$ cat src/hdl/uac_consts.svh
// register offsets, field positions, reset values and timing counts of the serial port
// assumes a byte-wide register port with a 3-bit word address and a 20 MHz ref_clk
//
// Operation
// transmit enable low or cleared: abort sending, reset transmitter, float output
// output pin driven and transmitter running only with transmit and master enables
// receive enable low or cleared: abort reception, reset receiver and its buffer
// receive pin owned by the port only with receive and master enables set
// speed select picks high-speed mode at one, low-speed mode at zero
// with address detect, a word whose address bit is one is an address
// with address detect and receive interrupt on, each address word requests interrupt
// with address detect, a word with address bit zero is dropped silently
// wake enable acts only while port clock is off; falling input edge wakes
// software restarts the port clock after a wake; no wake when disabled (the code still flags a wake while master enable is low)
// receive interrupt enable routes available and overrun flags to the request
// idle interrupt enable routes the transmitter idle flag to the request
// empty interrupt enable routes the transmit empty flag to the request
// second control register: eight read/write enables, transmit enable at bit 7
// one 8-bit read/write data register for sent and received characters
// bit time is 64 or 16 clocks times divisor plus one
// master enable low disables the port and floats both pins
// nine-bit format keeps received ninth bit readable, sends written ninth bit
// one request line ORs all enabled port conditions
`ifndef UAC_CONSTS_SVH
`define UAC_CONSTS_SVH

`define UAC_ADDR_W 3
`define UAC_OFF_CTRL1 3'h0
`define UAC_OFF_CTRL2 3'h1
`define UAC_OFF_DATA 3'h2
`define UAC_OFF_BAUD 3'h3
`define UAC_OFF_STATUS 3'h4
`define UAC_OFF_INT_STAT 3'h5
`define UAC_OFF_INT_CLR 3'h6
`define UAC_OFF_INT_EN 3'h7

`define UAC_C1_MASTER 7
`define UAC_C1_LEN9 6
`define UAC_C1_CLK_OFF 5
`define UAC_C1_RX9 1
`define UAC_C1_TX9 0

`define UAC_C2_TXEN 7
`define UAC_C2_RXEN 6
`define UAC_C2_SPEED 5
`define UAC_C2_ADDR 4
`define UAC_C2_WAKE 3
`define UAC_C2_RIE 2
`define UAC_C2_TIIE 1
`define UAC_C2_TEIE 0

`define UAC_EV_W 6
`define UAC_EV_RXA 0
`define UAC_EV_OVR 1
`define UAC_EV_ADR 2
`define UAC_EV_IDLE 3
`define UAC_EV_EMPTY 4
`define UAC_EV_WAKE 5

`define UAC_CTRL2_RST 8'h00
`define UAC_BAUD_RST 8'h00
`define UAC_INT_EN_RST 6'h00

`define UAC_PRE_LOW_LAST 2'h3
`define UAC_PRE_HIGH_LAST 2'h0
`define UAC_OS_LAST 4'hf
`define UAC_OS_MID 4'h7
`define UAC_BITS_8 4'h8
`define UAC_BITS_9 4'h9

`endif

$ cat src/hdl/uac_pkg.sv
// state types of the serial port transmitter and receiver
// assumes nothing beyond the consumers in hdl/
package uac_pkg;
  typedef enum logic [3:0] {
    uac_tx_idle = 4'b0001,
    uac_tx_start = 4'b0010,
    uac_tx_data = 4'b0100,
    uac_tx_stop = 4'b1000
  } uac_tx_state_t;

  typedef enum logic [3:0] {
    uac_rx_idle = 4'b0001,
    uac_rx_start = 4'b0010,
    uac_rx_data = 4'b0100,
    uac_rx_stop = 4'b1000
  } uac_rx_state_t;
endpackage : uac_pkg

$ cat src/hdl/uac_top.sv
// serial port: control registers, data register, 8/9-bit transmitter and receiver,
// address detect, receive-pin wake and a gated interrupt request
// assumes register strobes one cycle long and pins synchronous to ref_clk
//
// Our own choices: the register addresses and strobed register access.
`timescale 1ns/10ps
`include "uac_consts.svh"
module uac_top #(
  parameter int DIV_W = 8
) (
  // clock and reset
  input wire logic ref_clk,
  input wire logic srst,
  // register port
  input wire logic [`UAC_ADDR_W-1:0] reg_addr,
  input wire logic [7:0] reg_wdata,
  input wire logic reg_wr,
  input wire logic reg_rd,
  output logic [7:0] reg_rdata,
  // serial pins
  input wire logic serial_in_pin,
  output logic serial_in_en,
  output logic serial_out_pin,
  output logic serial_out_en,
  // interrupt
  output logic port_irq
);
  if (DIV_W != 8) begin : g_chk
    $error("uac_top: divisor register is one byte wide");
  end

  // ---------------------------------------------------------------
  // register decode
  // ---------------------------------------------------------------
  logic wr_ctrl1, wr_ctrl2, wr_data, wr_baud, wr_clr, wr_inten, rd_data;
  assign wr_ctrl1 = reg_wr && reg_addr == `UAC_OFF_CTRL1;
  assign wr_ctrl2 = reg_wr && reg_addr == `UAC_OFF_CTRL2;
  assign wr_data = reg_wr && reg_addr == `UAC_OFF_DATA;
  assign wr_baud = reg_wr && reg_addr == `UAC_OFF_BAUD;
  assign wr_clr = reg_wr && reg_addr == `UAC_OFF_INT_CLR;
  assign wr_inten = reg_wr && reg_addr == `UAC_OFF_INT_EN;
  assign rd_data = reg_rd && reg_addr == `UAC_OFF_DATA;

  logic port_master_enable, data_length_select, port_clock_off, transmit_ninth_bit;
  logic received_ninth_bit;
  logic [7:0] serial_control_second;
  logic [DIV_W-1:0] baud_divisor;
  logic [`UAC_EV_W-1:0] int_stat, int_en, ev;

  always_ff @(posedge ref_clk) begin
    if (srst) begin
      port_master_enable <= 1'b0;
      data_length_select <= 1'b0;
      port_clock_off <= 1'b0;
      transmit_ninth_bit <= 1'b0;
    end else if (wr_ctrl1) begin
      port_master_enable <= reg_wdata[`UAC_C1_MASTER];
      data_length_select <= reg_wdata[`UAC_C1_LEN9];
      port_clock_off <= reg_wdata[`UAC_C1_CLK_OFF];
      transmit_ninth_bit <= reg_wdata[`UAC_C1_TX9];
    end
  end

  // disabling the port also drops both direction enables
  always_ff @(posedge ref_clk) begin
    if (srst) begin
      serial_control_second <= `UAC_CTRL2_RST;
    end else if (wr_ctrl2) begin
      serial_control_second <= reg_wdata;
    end else if (wr_ctrl1 && !reg_wdata[`UAC_C1_MASTER]) begin
      serial_control_second[`UAC_C2_TXEN] <= 1'b0;
      serial_control_second[`UAC_C2_RXEN] <= 1'b0;
    end
  end

  always_ff @(posedge ref_clk) begin
    if (srst) begin
      baud_divisor <= `UAC_BAUD_RST;
    end else if (wr_baud) begin
      baud_divisor <= reg_wdata;
    end
  end

  logic transmitter_enable, receiver_enable, baud_speed_select, address_detect_enable;
  logic receive_pin_wake_enable, receive_interrupt_enable;
  logic tx_idle_interrupt_enable, tx_empty_interrupt_enable;
  assign transmitter_enable = serial_control_second[`UAC_C2_TXEN];
  assign receiver_enable = serial_control_second[`UAC_C2_RXEN];
  assign baud_speed_select = serial_control_second[`UAC_C2_SPEED];
  assign address_detect_enable = serial_control_second[`UAC_C2_ADDR];
  assign receive_pin_wake_enable = serial_control_second[`UAC_C2_WAKE];
  assign receive_interrupt_enable = serial_control_second[`UAC_C2_RIE];
  assign tx_idle_interrupt_enable = serial_control_second[`UAC_C2_TIIE];
  assign tx_empty_interrupt_enable = serial_control_second[`UAC_C2_TEIE];

  logic tx_on, rx_on;
  assign tx_on = port_master_enable && transmitter_enable;
  assign rx_on = port_master_enable && receiver_enable;

  logic os_tick;
  uac_baud #(.DIV_W(DIV_W)) u_baud (
    .ref_clk(ref_clk),
    .srst(srst),
    .run(port_master_enable && !port_clock_off),
    .high_speed(baud_speed_select),
    .divisor(baud_divisor),
    .os_tick(os_tick)
  );

  // ---------------------------------------------------------------
  // transmitter
  // ---------------------------------------------------------------
  uac_pkg::uac_tx_state_t tx_state;
  logic [8:0] tx_hold, tx_shift;
  logic tx_full, tx_line;
  logic [3:0] tx_os, tx_bits, nbits;
  logic transmitter_idle_flag, transmit_empty_flag;

  assign nbits = data_length_select ? `UAC_BITS_9 : `UAC_BITS_8;
  assign transmit_empty_flag = !tx_full;
  assign transmitter_idle_flag = tx_state == uac_pkg::uac_tx_idle && !tx_full;

  always_ff @(posedge ref_clk) begin
    if (srst) begin
      tx_hold <= 9'h000;
    end else if (wr_data && tx_on) begin
      tx_hold <= {transmit_ninth_bit, reg_wdata};
    end
  end

  always_ff @(posedge ref_clk) begin
    if (srst || !tx_on) begin
      tx_state <= uac_pkg::uac_tx_idle;
      tx_full <= 1'b0;
      tx_shift <= 9'h000;
      tx_os <= 4'h0;
      tx_bits <= 4'h0;
      tx_line <= 1'b1;
    end else begin
      if (wr_data) begin
        tx_full <= 1'b1;
      end
      case (tx_state)
        uac_pkg::uac_tx_idle: begin
          tx_line <= 1'b1;
          if (tx_full && !wr_data) begin
            tx_shift <= tx_hold;
            tx_full <= 1'b0;
            tx_os <= 4'h0;
            tx_bits <= 4'h0;
            tx_line <= 1'b0;
            tx_state <= uac_pkg::uac_tx_start;
          end
        end
        uac_pkg::uac_tx_start: begin
          if (os_tick) begin
            tx_os <= tx_os + 4'h1;
            if (tx_os == `UAC_OS_LAST) begin
              tx_line <= tx_shift[0];
              tx_state <= uac_pkg::uac_tx_data;
            end
          end
        end
        uac_pkg::uac_tx_data: begin
          if (os_tick) begin
            tx_os <= tx_os + 4'h1;
            if (tx_os == `UAC_OS_LAST) begin
              tx_bits <= tx_bits + 4'h1;
              tx_shift <= {1'b1, tx_shift[8:1]};
              if (tx_bits == nbits - 4'h1) begin
                tx_line <= 1'b1;
                tx_state <= uac_pkg::uac_tx_stop;
              end else begin
                tx_line <= tx_shift[1];
              end
            end
          end
        end
        uac_pkg::uac_tx_stop: begin
          if (os_tick) begin
            tx_os <= tx_os + 4'h1;
            if (tx_os == `UAC_OS_LAST) begin
              tx_state <= uac_pkg::uac_tx_idle;
            end
          end
        end
        default: tx_state <= uac_pkg::uac_tx_idle;
      endcase
    end
  end

  always_ff @(posedge ref_clk) begin
    if (srst) begin
      serial_out_en <= 1'b0;
      serial_out_pin <= 1'b1;
    end else begin
      serial_out_en <= tx_on;
      serial_out_pin <= tx_on ? tx_line : 1'b1;
    end
  end

  // ---------------------------------------------------------------
  // receiver
  // ---------------------------------------------------------------
  uac_pkg::uac_rx_state_t rx_state;
  logic [8:0] rx_shift;
  logic [3:0] rx_os, rx_bits;
  logic [7:0] rx_data;
  logic rx_done, receive_available_flag, overrun_flag;
  logic [7:0] word_data;
  logic word_ninth, addr_bit, rx_accept;

  always_ff @(posedge ref_clk) begin
    if (srst || !rx_on) begin
      rx_state <= uac_pkg::uac_rx_idle;
      rx_shift <= 9'h000;
      rx_os <= 4'h0;
      rx_bits <= 4'h0;
      rx_done <= 1'b0;
    end else begin
      rx_done <= 1'b0;
      case (rx_state)
        uac_pkg::uac_rx_idle: begin
          if (os_tick && !serial_in_pin) begin
            rx_os <= 4'h0;
            rx_bits <= 4'h0;
            rx_state <= uac_pkg::uac_rx_start;
          end
        end
        uac_pkg::uac_rx_start: begin
          if (os_tick) begin
            rx_os <= rx_os + 4'h1;
            if (rx_os == `UAC_OS_MID) begin
              rx_os <= 4'h0;
              rx_state <= serial_in_pin ? uac_pkg::uac_rx_idle : uac_pkg::uac_rx_data;
            end
          end
        end
        uac_pkg::uac_rx_data: begin
          if (os_tick) begin
            rx_os <= rx_os + 4'h1;
            if (rx_os == `UAC_OS_LAST) begin
              rx_shift <= {serial_in_pin, rx_shift[8:1]};
              rx_bits <= rx_bits + 4'h1;
              if (rx_bits == nbits - 4'h1) begin
                rx_state <= uac_pkg::uac_rx_stop;
              end
            end
          end
        end
        uac_pkg::uac_rx_stop: begin
          if (os_tick) begin
            rx_os <= rx_os + 4'h1;
            if (rx_os == `UAC_OS_LAST) begin
              rx_done <= 1'b1;
              rx_state <= uac_pkg::uac_rx_idle;
            end
          end
        end
        default: rx_state <= uac_pkg::uac_rx_idle;
      endcase
    end
  end

  // an 8-bit word sits in the upper shift bits
  assign word_data = data_length_select ? rx_shift[7:0] : rx_shift[8:1];
  assign word_ninth = rx_shift[8];
  assign addr_bit = data_length_select ? word_ninth : word_data[7];
  assign rx_accept = rx_done && (!address_detect_enable || addr_bit);

  always_ff @(posedge ref_clk) begin
    if (srst) begin
      rx_data <= 8'h00;
      received_ninth_bit <= 1'b0;
    end else if (rx_accept && !receive_available_flag) begin
      rx_data <= word_data;
      received_ninth_bit <= word_ninth;
    end
  end

  // a new word beats a data read in the same cycle
  always_ff @(posedge ref_clk) begin
    if (srst || !rx_on) begin
      receive_available_flag <= 1'b0;
      overrun_flag <= 1'b0;
    end else begin
      if (rx_accept) begin
        receive_available_flag <= 1'b1;
      end else if (rd_data) begin
        receive_available_flag <= 1'b0;
      end
      if (rx_accept && receive_available_flag) begin
        overrun_flag <= 1'b1;
      end else if (rd_data) begin
        overrun_flag <= 1'b0;
      end
    end
  end

  always_ff @(posedge ref_clk) begin
    if (srst) begin
      serial_in_en <= 1'b0;
    end else begin
      serial_in_en <= rx_on;
    end
  end

  // ---------------------------------------------------------------
  // events and interrupt
  // ---------------------------------------------------------------
  logic idle_d, empty_d, in_d;
  logic [`UAC_EV_W-1:0] gate, clr_mask;

  always_ff @(posedge ref_clk) begin
    if (srst) begin
      idle_d <= 1'b1;
      empty_d <= 1'b1;
      in_d <= 1'b1;
    end else begin
      idle_d <= transmitter_idle_flag;
      empty_d <= transmit_empty_flag;
      in_d <= serial_in_pin;
    end
  end

  always_comb begin
    ev = '0;
    ev[`UAC_EV_RXA] = rx_accept && !receive_available_flag;
    ev[`UAC_EV_OVR] = rx_accept && receive_available_flag;
    ev[`UAC_EV_ADR] = rx_done && address_detect_enable && addr_bit;
    ev[`UAC_EV_IDLE] = transmitter_idle_flag && !idle_d;
    ev[`UAC_EV_EMPTY] = transmit_empty_flag && !empty_d;
    ev[`UAC_EV_WAKE] = port_clock_off && receive_pin_wake_enable && in_d && !serial_in_pin;
  end

  always_comb begin
    gate = '0;
    gate[`UAC_EV_RXA] = receive_interrupt_enable;
    gate[`UAC_EV_OVR] = receive_interrupt_enable;
    gate[`UAC_EV_ADR] = receive_interrupt_enable && address_detect_enable;
    gate[`UAC_EV_IDLE] = tx_idle_interrupt_enable;
    gate[`UAC_EV_EMPTY] = tx_empty_interrupt_enable;
    gate[`UAC_EV_WAKE] = receive_pin_wake_enable;
  end

  assign clr_mask = wr_clr ? reg_wdata[`UAC_EV_W-1:0] : '0;

  always_ff @(posedge ref_clk) begin
    if (srst) begin
      int_stat <= '0;
    end else begin
      int_stat <= (int_stat & ~clr_mask) | ev;
    end
  end

  always_ff @(posedge ref_clk) begin
    if (srst) begin
      int_en <= `UAC_INT_EN_RST;
    end else if (wr_inten) begin
      int_en <= reg_wdata[`UAC_EV_W-1:0];
    end
  end

  always_ff @(posedge ref_clk) begin
    if (srst) begin
      port_irq <= 1'b0;
    end else begin
      port_irq <= |(int_stat & int_en & gate);
    end
  end

  // ---------------------------------------------------------------
  // read port
  // ---------------------------------------------------------------
  always_ff @(posedge ref_clk) begin
    if (srst || !reg_rd) begin
      reg_rdata <= 8'h00;
    end else begin
      case (reg_addr)
        `UAC_OFF_CTRL1: reg_rdata <= {port_master_enable, data_length_select, port_clock_off,
                                      3'h0, received_ninth_bit, 1'b0};
        `UAC_OFF_CTRL2: reg_rdata <= serial_control_second;
        `UAC_OFF_DATA: reg_rdata <= rx_data;
        `UAC_OFF_BAUD: reg_rdata <= baud_divisor;
        `UAC_OFF_STATUS: reg_rdata <= {4'h0, transmit_empty_flag, transmitter_idle_flag,
                                       overrun_flag, receive_available_flag};
        `UAC_OFF_INT_STAT: reg_rdata <= {2'h0, int_stat};
        `UAC_OFF_INT_EN: reg_rdata <= {2'h0, int_en};
        default: reg_rdata <= 8'h00;
      endcase
    end
  end
endmodule : uac_top

$ cat src/hdl/uac_baud.sv
// baud generator: one 16x oversample tick per 1/16 bit time
// assumes run falls whenever the port is disabled or its clock is off
`timescale 1ns/10ps
`include "uac_consts.svh"
module uac_baud #(
  parameter int DIV_W = 8
) (
  // clock and reset
  input wire logic ref_clk,
  input wire logic srst,
  // configuration
  input wire logic run,
  input wire logic high_speed,
  input wire logic [DIV_W-1:0] divisor,
  // tick
  output logic os_tick
);
  if (DIV_W < 1 || DIV_W > 16) begin : g_chk
    $error("uac_baud: DIV_W out of range");
  end

  logic [1:0] pre;
  logic [DIV_W-1:0] cnt;
  logic [1:0] pre_last;

  assign pre_last = high_speed ? `UAC_PRE_HIGH_LAST : `UAC_PRE_LOW_LAST;

  // tick period is 4*(N+1) clocks low speed, (N+1) high speed
  always_ff @(posedge ref_clk) begin
    if (srst || !run) begin
      pre <= 2'h0;
      cnt <= '0;
      os_tick <= 1'b0;
    end else begin
      os_tick <= 1'b0;
      if (pre >= pre_last) begin
        pre <= 2'h0;
        if (cnt >= divisor) begin
          cnt <= '0;
          os_tick <= 1'b1;
        end else begin
          cnt <= cnt + 1'b1;
        end
      end else begin
        pre <= pre + 2'h1;
      end
    end
  end

  // ---------------------------------------------------------------
  // checks
  // ---------------------------------------------------------------
  logic [DIV_W+2:0] gap;
  logic dirty;
  logic hs_d;
  logic [DIV_W-1:0] div_d;
  logic cfg_chg;
  logic [DIV_W:0] steps;
  logic [DIV_W+2:0] expect_gap;

  assign cfg_chg = (hs_d != high_speed) || (div_d != divisor);
  assign steps = {1'b0, divisor} + 1'b1;
  assign expect_gap = high_speed ? {2'b00, steps} : {steps, 2'b00};

  always_ff @(posedge ref_clk) begin
    if (srst) begin
      gap <= '0;
      dirty <= 1'b1;
      hs_d <= 1'b0;
      div_d <= '0;
    end else begin
      hs_d <= high_speed;
      div_d <= divisor;
      gap <= os_tick ? {{(DIV_W+2){1'b0}}, 1'b1} : gap + 1'b1;
      if (!run || cfg_chg) begin
        dirty <= 1'b1;
      end else if (os_tick) begin
        dirty <= 1'b0;
      end
    end
  end
endmodule : uac_baud

$ cat config.mk
export PLATFORM = sky130hd
export DESIGN_NAME = uac_top
export DESIGN_NICKNAME = d
export VERILOG_FILES = /design/src/hdl/uac_pkg.sv /design/src/hdl/uac_top.sv /design/src/hdl/uac_baud.sv
export VERILOG_INCLUDE_DIRS = /design/src /design/src/hdl
export SDC_FILE = /design/constraint.sdc
export NUM_CORES = 1
export LEC_CHECK = 0
export BUFFER_PORTS_ARGS = -buffer_cell sky130_fd_sc_hd__buf_2
export CAP_MARGIN = 10
export CORE_MARGIN = 2
export CORE_UTILIZATION = 38
export DETAILED_ROUTE_END_ITERATION = 10
export HOLD_SLACK_MARGIN = 0.08
export PLACE_DENSITY_LB_ADDON = 0.1
export SETUP_SLACK_MARGIN = 0.15
export SLEW_MARGIN = 20
export SYNTH_ARGS = -nofsm -noshare
export SYNTH_HDL_FRONTEND = slang
export SYNTH_SLANG_ARGS = --single-unit
$ cat constraint.sdc
create_clock -name ref_clk -period 2.8 [get_ports ref_clk]
set_input_delay 0.28 -clock ref_clk [delete_from_list [all_inputs] [get_ports ref_clk]]
set_output_delay 0.28 -clock ref_clk [all_outputs]
set_load 0.01 [all_outputs]
==> impl_metrics.xml <==
<?xml version="1.0" encoding="UTF-8"?>
<metrics>
  <group name="timing">
    <metric name="rsz0062_at_grt" unit="">no</metric>
    <metric name="fin_hold_ws" unit="ps">167</metric>
    <metric name="final-setup-viol-count" unit="">0</metric>
    <metric name="hold_viol" unit="">0</metric>
    <metric name="max_slew.worst_pin.slew" unit="ps">778</metric>
    <metric name="maxSlewViolCount" unit="">0</metric>
    <metric name="f_max" unit="GHz">0.427</metric>
    <metric name="slew-limit-headroom" unit="%">48.1</metric>
    <metric name="largest_clock_skew_in_the_final_design" unit="ps">8.12</metric>
    <metric name="min_cycle_time_layout" unit="ps">2340</metric>
    <metric name="layout_worst_path_cycle_share" unit="%">83.7</metric>
    <metric name="totalNegativeSetupSlack" unit="ps">0</metric>
  </group>
  <group name="worst_setup_path">
    <metric name="crit-reg2reg-launch" unit="">tx_state[2]</metric>
    <metric name="reg2reg_setup_slack" unit="ps">460</metric>
    <metric name="cp_data_arrival_time" unit="ps">2640</metric>
    <metric name="critPathKind" unit="">flop to flop</metric>
    <metric name="reg2regPathDepth" unit="">5</metric>
    <metric name="timing.critical_path.to_type" unit="">flop</metric>
    <metric name="start_kind" unit="">flop</metric>
    <metric name="path_max_fanout" unit="">21</metric>
    <metric name="cp_required" unit="ps">3090</metric>
    <metric name="endpoint_of_the_worst_slack_reg_to_reg_timing_path" unit="">tx_bits[3]</metric>
  </group>
  <group name="synth">
    <metric name="synth-seq-area-share" unit="%">41.9</metric>
    <metric name="synthFlopType" unit="">sky130_fd_sc_hd__dfxtp_1</metric>
    <metric name="synth.top_cells.by_count" unit="">sky130_fd_sc_hd__dfxtp_1, sky130_fd_sc_hd__nor2_1, sky130_fd_sc_hd__nand2_1</metric>
    <metric name="synthSimpleGateAreaFrac" unit="%">23.9</metric>
    <metric name="cell_with_the_most_instances_after_synthesis" unit="">sky130_fd_sc_hd__dfxtp_1</metric>
    <metric name="synthAdderAreaFrac" unit="%">3.19</metric>
    <metric name="synth_fp_nets" unit="">710</metric>
    <metric name="synthDistinctLibCells" unit="">66</metric>
    <metric name="yosys-mux-area-fraction" unit="%">10.4</metric>
    <metric name="synth.area.top_cells" unit="">sky130_fd_sc_hd__dfxtp_1, sky130_fd_sc_hd__mux2i_1, sky130_fd_sc_hd__nor2_1, sky130_fd_sc_hd__nand2_1, sky130_fd_sc_hd__a21oi_1</metric>
    <metric name="gate_count_post_synth" unit="">679</metric>
    <metric name="post_synth.cell_area_avg" unit="um2">8.66</metric>
    <metric name="synth_largest_area_cell" unit="">sky130_fd_sc_hd__dfxtp_1</metric>
    <metric name="netlist.area_leader.share" unit="%">41.9</metric>
    <metric name="area_fraction_in_compound_gates_after_synthesis" unit="%">14.1</metric>
    <metric name="synth.ff_latch_count" unit="">123</metric>
    <metric name="ys_async_sr_fraction" unit="%">0</metric>
    <metric name="synth-edff-count" unit="">0</metric>
    <metric name="mappedNetlistArea" unit="um2">5880</metric>
    <metric name="synth_xor_area_share" unit="%">2.38</metric>
    <metric name="synth_warnings" unit="">0</metric>
    <metric name="synth_top_family_by_area" unit="">simple AND/OR/NAND/NOR gates</metric>
  </group>
  <group name="worst_hold_path">
    <metric name="worstHoldEndpoint" unit="">baud_divisor[1]</metric>
    <metric name="min-delay-start" unit="">reg_wdata[1]</metric>
    <metric name="hold_path_class" unit="">primary input to flop</metric>
    <metric name="hold_path_depth" unit="">3</metric>
  </group>
  <group name="floorplan">
    <metric name="die_h" unit="um">128</metric>
    <metric name="dieWidth" unit="um">128</metric>
    <metric name="std_cell_rows" unit="">45</metric>
    <metric name="floorplan.die_area" unit="um2">16500</metric>
    <metric name="num_io_pins" unit="">28</metric>
    <metric name="floorplan.core_area" unit="um2">15100</metric>
    <metric name="initial_util" unit="%">38.8</metric>
  </group>
  <group name="pwr">
    <metric name="internal_power" unit="mW">3.26</metric>
    <metric name="power.density" unit="nW/um2">609</metric>
    <metric name="pwr-share-clk" unit="%">53.7</metric>
    <metric name="netSwitchingFraction" unit="%">20.8</metric>
    <metric name="p_seq_share" unit="%">43.0</metric>
    <metric name="power" unit="mW">4.11</metric>
    <metric name="power.ir.vdd_worst" unit="V">0.000449</metric>
    <metric name="leakage_power_total" unit="nW">2.34</metric>
    <metric name="power.share.combinational" unit="%">3.3</metric>
    <metric name="netSwitchingPower" unit="uW">854</metric>
  </group>
  <group name="routing">
    <metric name="drt_first_pass_iters" unit="">5</metric>
    <metric name="postRouteAntennaNets" unit="">0</metric>
    <metric name="avgViaCountPerCell" unit="">5.41</metric>
    <metric name="drt_first_iter_violations" unit="">306</metric>
    <metric name="detail_route.drc_violations" unit="">0</metric>
    <metric name="detail_route.wl_per_cell" unit="um">16.3</metric>
    <metric name="route.final.wire_length" unit="mm">14.6</metric>
    <metric name="routed-via-count" unit="">4838</metric>
  </group>
  <group name="grt">
    <metric name="first_global_vias" unit="">4625</metric>
    <metric name="wire_length_of_the_first_global_routing_pass" unit="mm">24.2</metric>
    <metric name="grt_start_max_net_pins" unit="">41</metric>
    <metric name="grt_util_all_layers" unit="%">18.8</metric>
    <metric name="sum_of_overflow_across_all_layers_after_global_routing" unit="">0</metric>
    <metric name="antenna_found_initial" unit="">0</metric>
  </group>
  <group name="clock_network">
    <metric name="clock-root-buffer" unit="">sky130_fd_sc_hd__clkbuf_16</metric>
    <metric name="tritoncts_clock_tree" unit="">done</metric>
    <metric name="cts.clk_slew.worst_paths" unit="ps">60</metric>
    <metric name="holdBufCountCts" unit="">0</metric>
    <metric name="cts_resized" unit="">0</metric>
    <metric name="cts_buffers" unit="">17</metric>
    <metric name="clock_insertion_delay_worst_skew" unit="ps">420</metric>
    <metric name="cts_num_sinks" unit="">123</metric>
    <metric name="cts_setup_buffers" unit="">0</metric>
    <metric name="cts_htree_levels" unit="">4</metric>
    <metric name="clockBufferDepth" unit="">2</metric>
  </group>
  <group name="finish">
    <metric name="design_area" unit="um2">6750</metric>
    <metric name="fraction_of_layout_instances_using_a_drive_strength_above_1" unit="%">12.7</metric>
    <metric name="layout.area.seq" unit="um2">2460</metric>
    <metric name="n_antenna_cell" unit="">0</metric>
    <metric name="n_fill_cell" unit="">1470</metric>
    <metric name="final_net_count" unit="">726</metric>
    <metric name="final_core_util" unit="%">44.6</metric>
    <metric name="area.growth.synth_to_final" unit="%">14.8</metric>
    <metric name="multiInputGateArea" unit="um2">3190</metric>
  </group>
  <group name="run_status">
    <metric name="run_status" unit="">finished clean</metric>
  </group>
  <group name="placement">
    <metric name="post-dp-hpwl" unit="mm">10.3</metric>
    <metric name="gp_congestion" unit="">0.771</metric>
    <metric name="io_buffer_count" unit="">27</metric>
    <metric name="placedInstanceArea" unit="um2">6160</metric>
  </group>
  <group name="job">
    <metric name="cap_viol_max_count" unit="">0</metric>
  </group>
</metrics>
[metal layers]
metal  track usage (%)  routed length [um]
met1              25.7                7330
met2              29.1                6560
met3              4.70                 521
met4              6.08                 165
met5                 0                   0
[cell families (layout without fill, tap and decap cells)]
group,after synthesis,after routing
buf+inv,57,84
xor+xnor,16,16
flops,123,123
fa+ha+maj,15,15
simple gates,289,289
mux,56,56
compound gates,123,123
[flip-flops by register name (all words and copies together) (netlist names), 2 cells and up]
signal                 count
rx_shift                   9
tx_hold                    9
tx_shift                   9
baud_divisor               8
reg_rdata                  8
rx_data                    8
serial_control_second      8
u_baud.cnt                 8
int_en                     6
int_stat                   6
rx_bits                    4
rx_os                      4
rx_state                   4
tx_bits                    4
tx_os                      4
tx_state                   4
u_baud.pre                 2
[placed cells by master (no fill, tap or decap), types with 5 or more instances in the layout]
cell type,instances
sky130_fd_sc_hd__and3_1,6
sky130_fd_sc_hd__inv_1,16
sky130_fd_sc_hd__ha_1,15
sky130_fd_sc_hd__dfxtp_1,123
sky130_fd_sc_hd__nand3b_1,7
sky130_fd_sc_hd__nor3_1,13
sky130_fd_sc_hd__buf_2,27
sky130_fd_sc_hd__nand3_1,21
sky130_fd_sc_hd__nor2_1,93
sky130_fd_sc_hd__mux2i_1,50
sky130_fd_sc_hd__nor4b_1,6
sky130_fd_sc_hd__nor3b_1,6
sky130_fd_sc_hd__o21ai_0,21
sky130_fd_sc_hd__xnor2_1,7
sky130_fd_sc_hd__buf_4,11
sky130_fd_sc_hd__a21o_1,5
sky130_fd_sc_hd__a211oi_1,10
sky130_fd_sc_hd__a31oi_1,8
sky130_fd_sc_hd__a311oi_1,8
sky130_fd_sc_hd__a21oi_1,40
sky130_fd_sc_hd__nand2_1,90
sky130_fd_sc_hd__xor2_1,9
sky130_fd_sc_hd__nand2b_1,13
sky130_fd_sc_hd__clkbuf_16,17
[layout make-up]
| cell class | count | share of cell area [%] |
|---|---|---|
| Multi-Input combinational cell | 499 | 47.2 |
| Timing Repair Buffer | 38 | 3.22 |
| Tap cell | 188 | 3.48 |
| Sequential cell | 123 | 36.5 |
| Clock inverter | 8 | 1.74 |
| Inverter | 16 | 0.889 |
| Clock buffer | 22 | 7.02 |
[through the flow]
step,worst slack (ps),cells
finish,457,894
CTS,472,894
global route,289,894
floorplan,802,679
detailed placement,496,864
global placement,542,864
[worst max-delay path by stage]
stage	start	to	slack, ps	cells after the start
2_1_floorplan	u_baud.cnt[0]	u_baud.cnt[6]	800	8
3_3_place_gp	tx_state[2]	tx_bits[2]	540	5
3_5_place_dp	tx_state[2]	tx_bits[2]	500	5
4_1_cts	tx_state[2]	tx_bits[3]	470	5
5_1_grt	tx_state[2]	tx_bits[3]	290	5
6_report	tx_state[2]	tx_bits[3]	460	5
[worst max-delay path, stage by stage, from the launching register on]
cell                      delay [ps]
sky130_fd_sc_hd__dfxtp_1         640
sky130_fd_sc_hd__or4b_1          700
sky130_fd_sc_hd__o32ai_4         510
sky130_fd_sc_hd__nand2_1         150
sky130_fd_sc_hd__xor2_1          170
sky130_fd_sc_hd__nor2_1           50
[power groups by stage]
| stage | clock, mW | sequential [mW] | combinational (mW) |
|---|---|---|---|
| final | 2.21 | 1.77 | 0.134 |
| after global routing | 2.33 | 1.77 | 0.147 |
| after CTS | 2.25 | 1.77 | 0.134 |
| after detailed placement | 0 | 1.81 | 0.134 |
| after global placement | 0 | 1.81 | 0.133 |
| after floorplan | 0 | 1.80 | 0.0820 |
(Power assumes the default switching activity.)
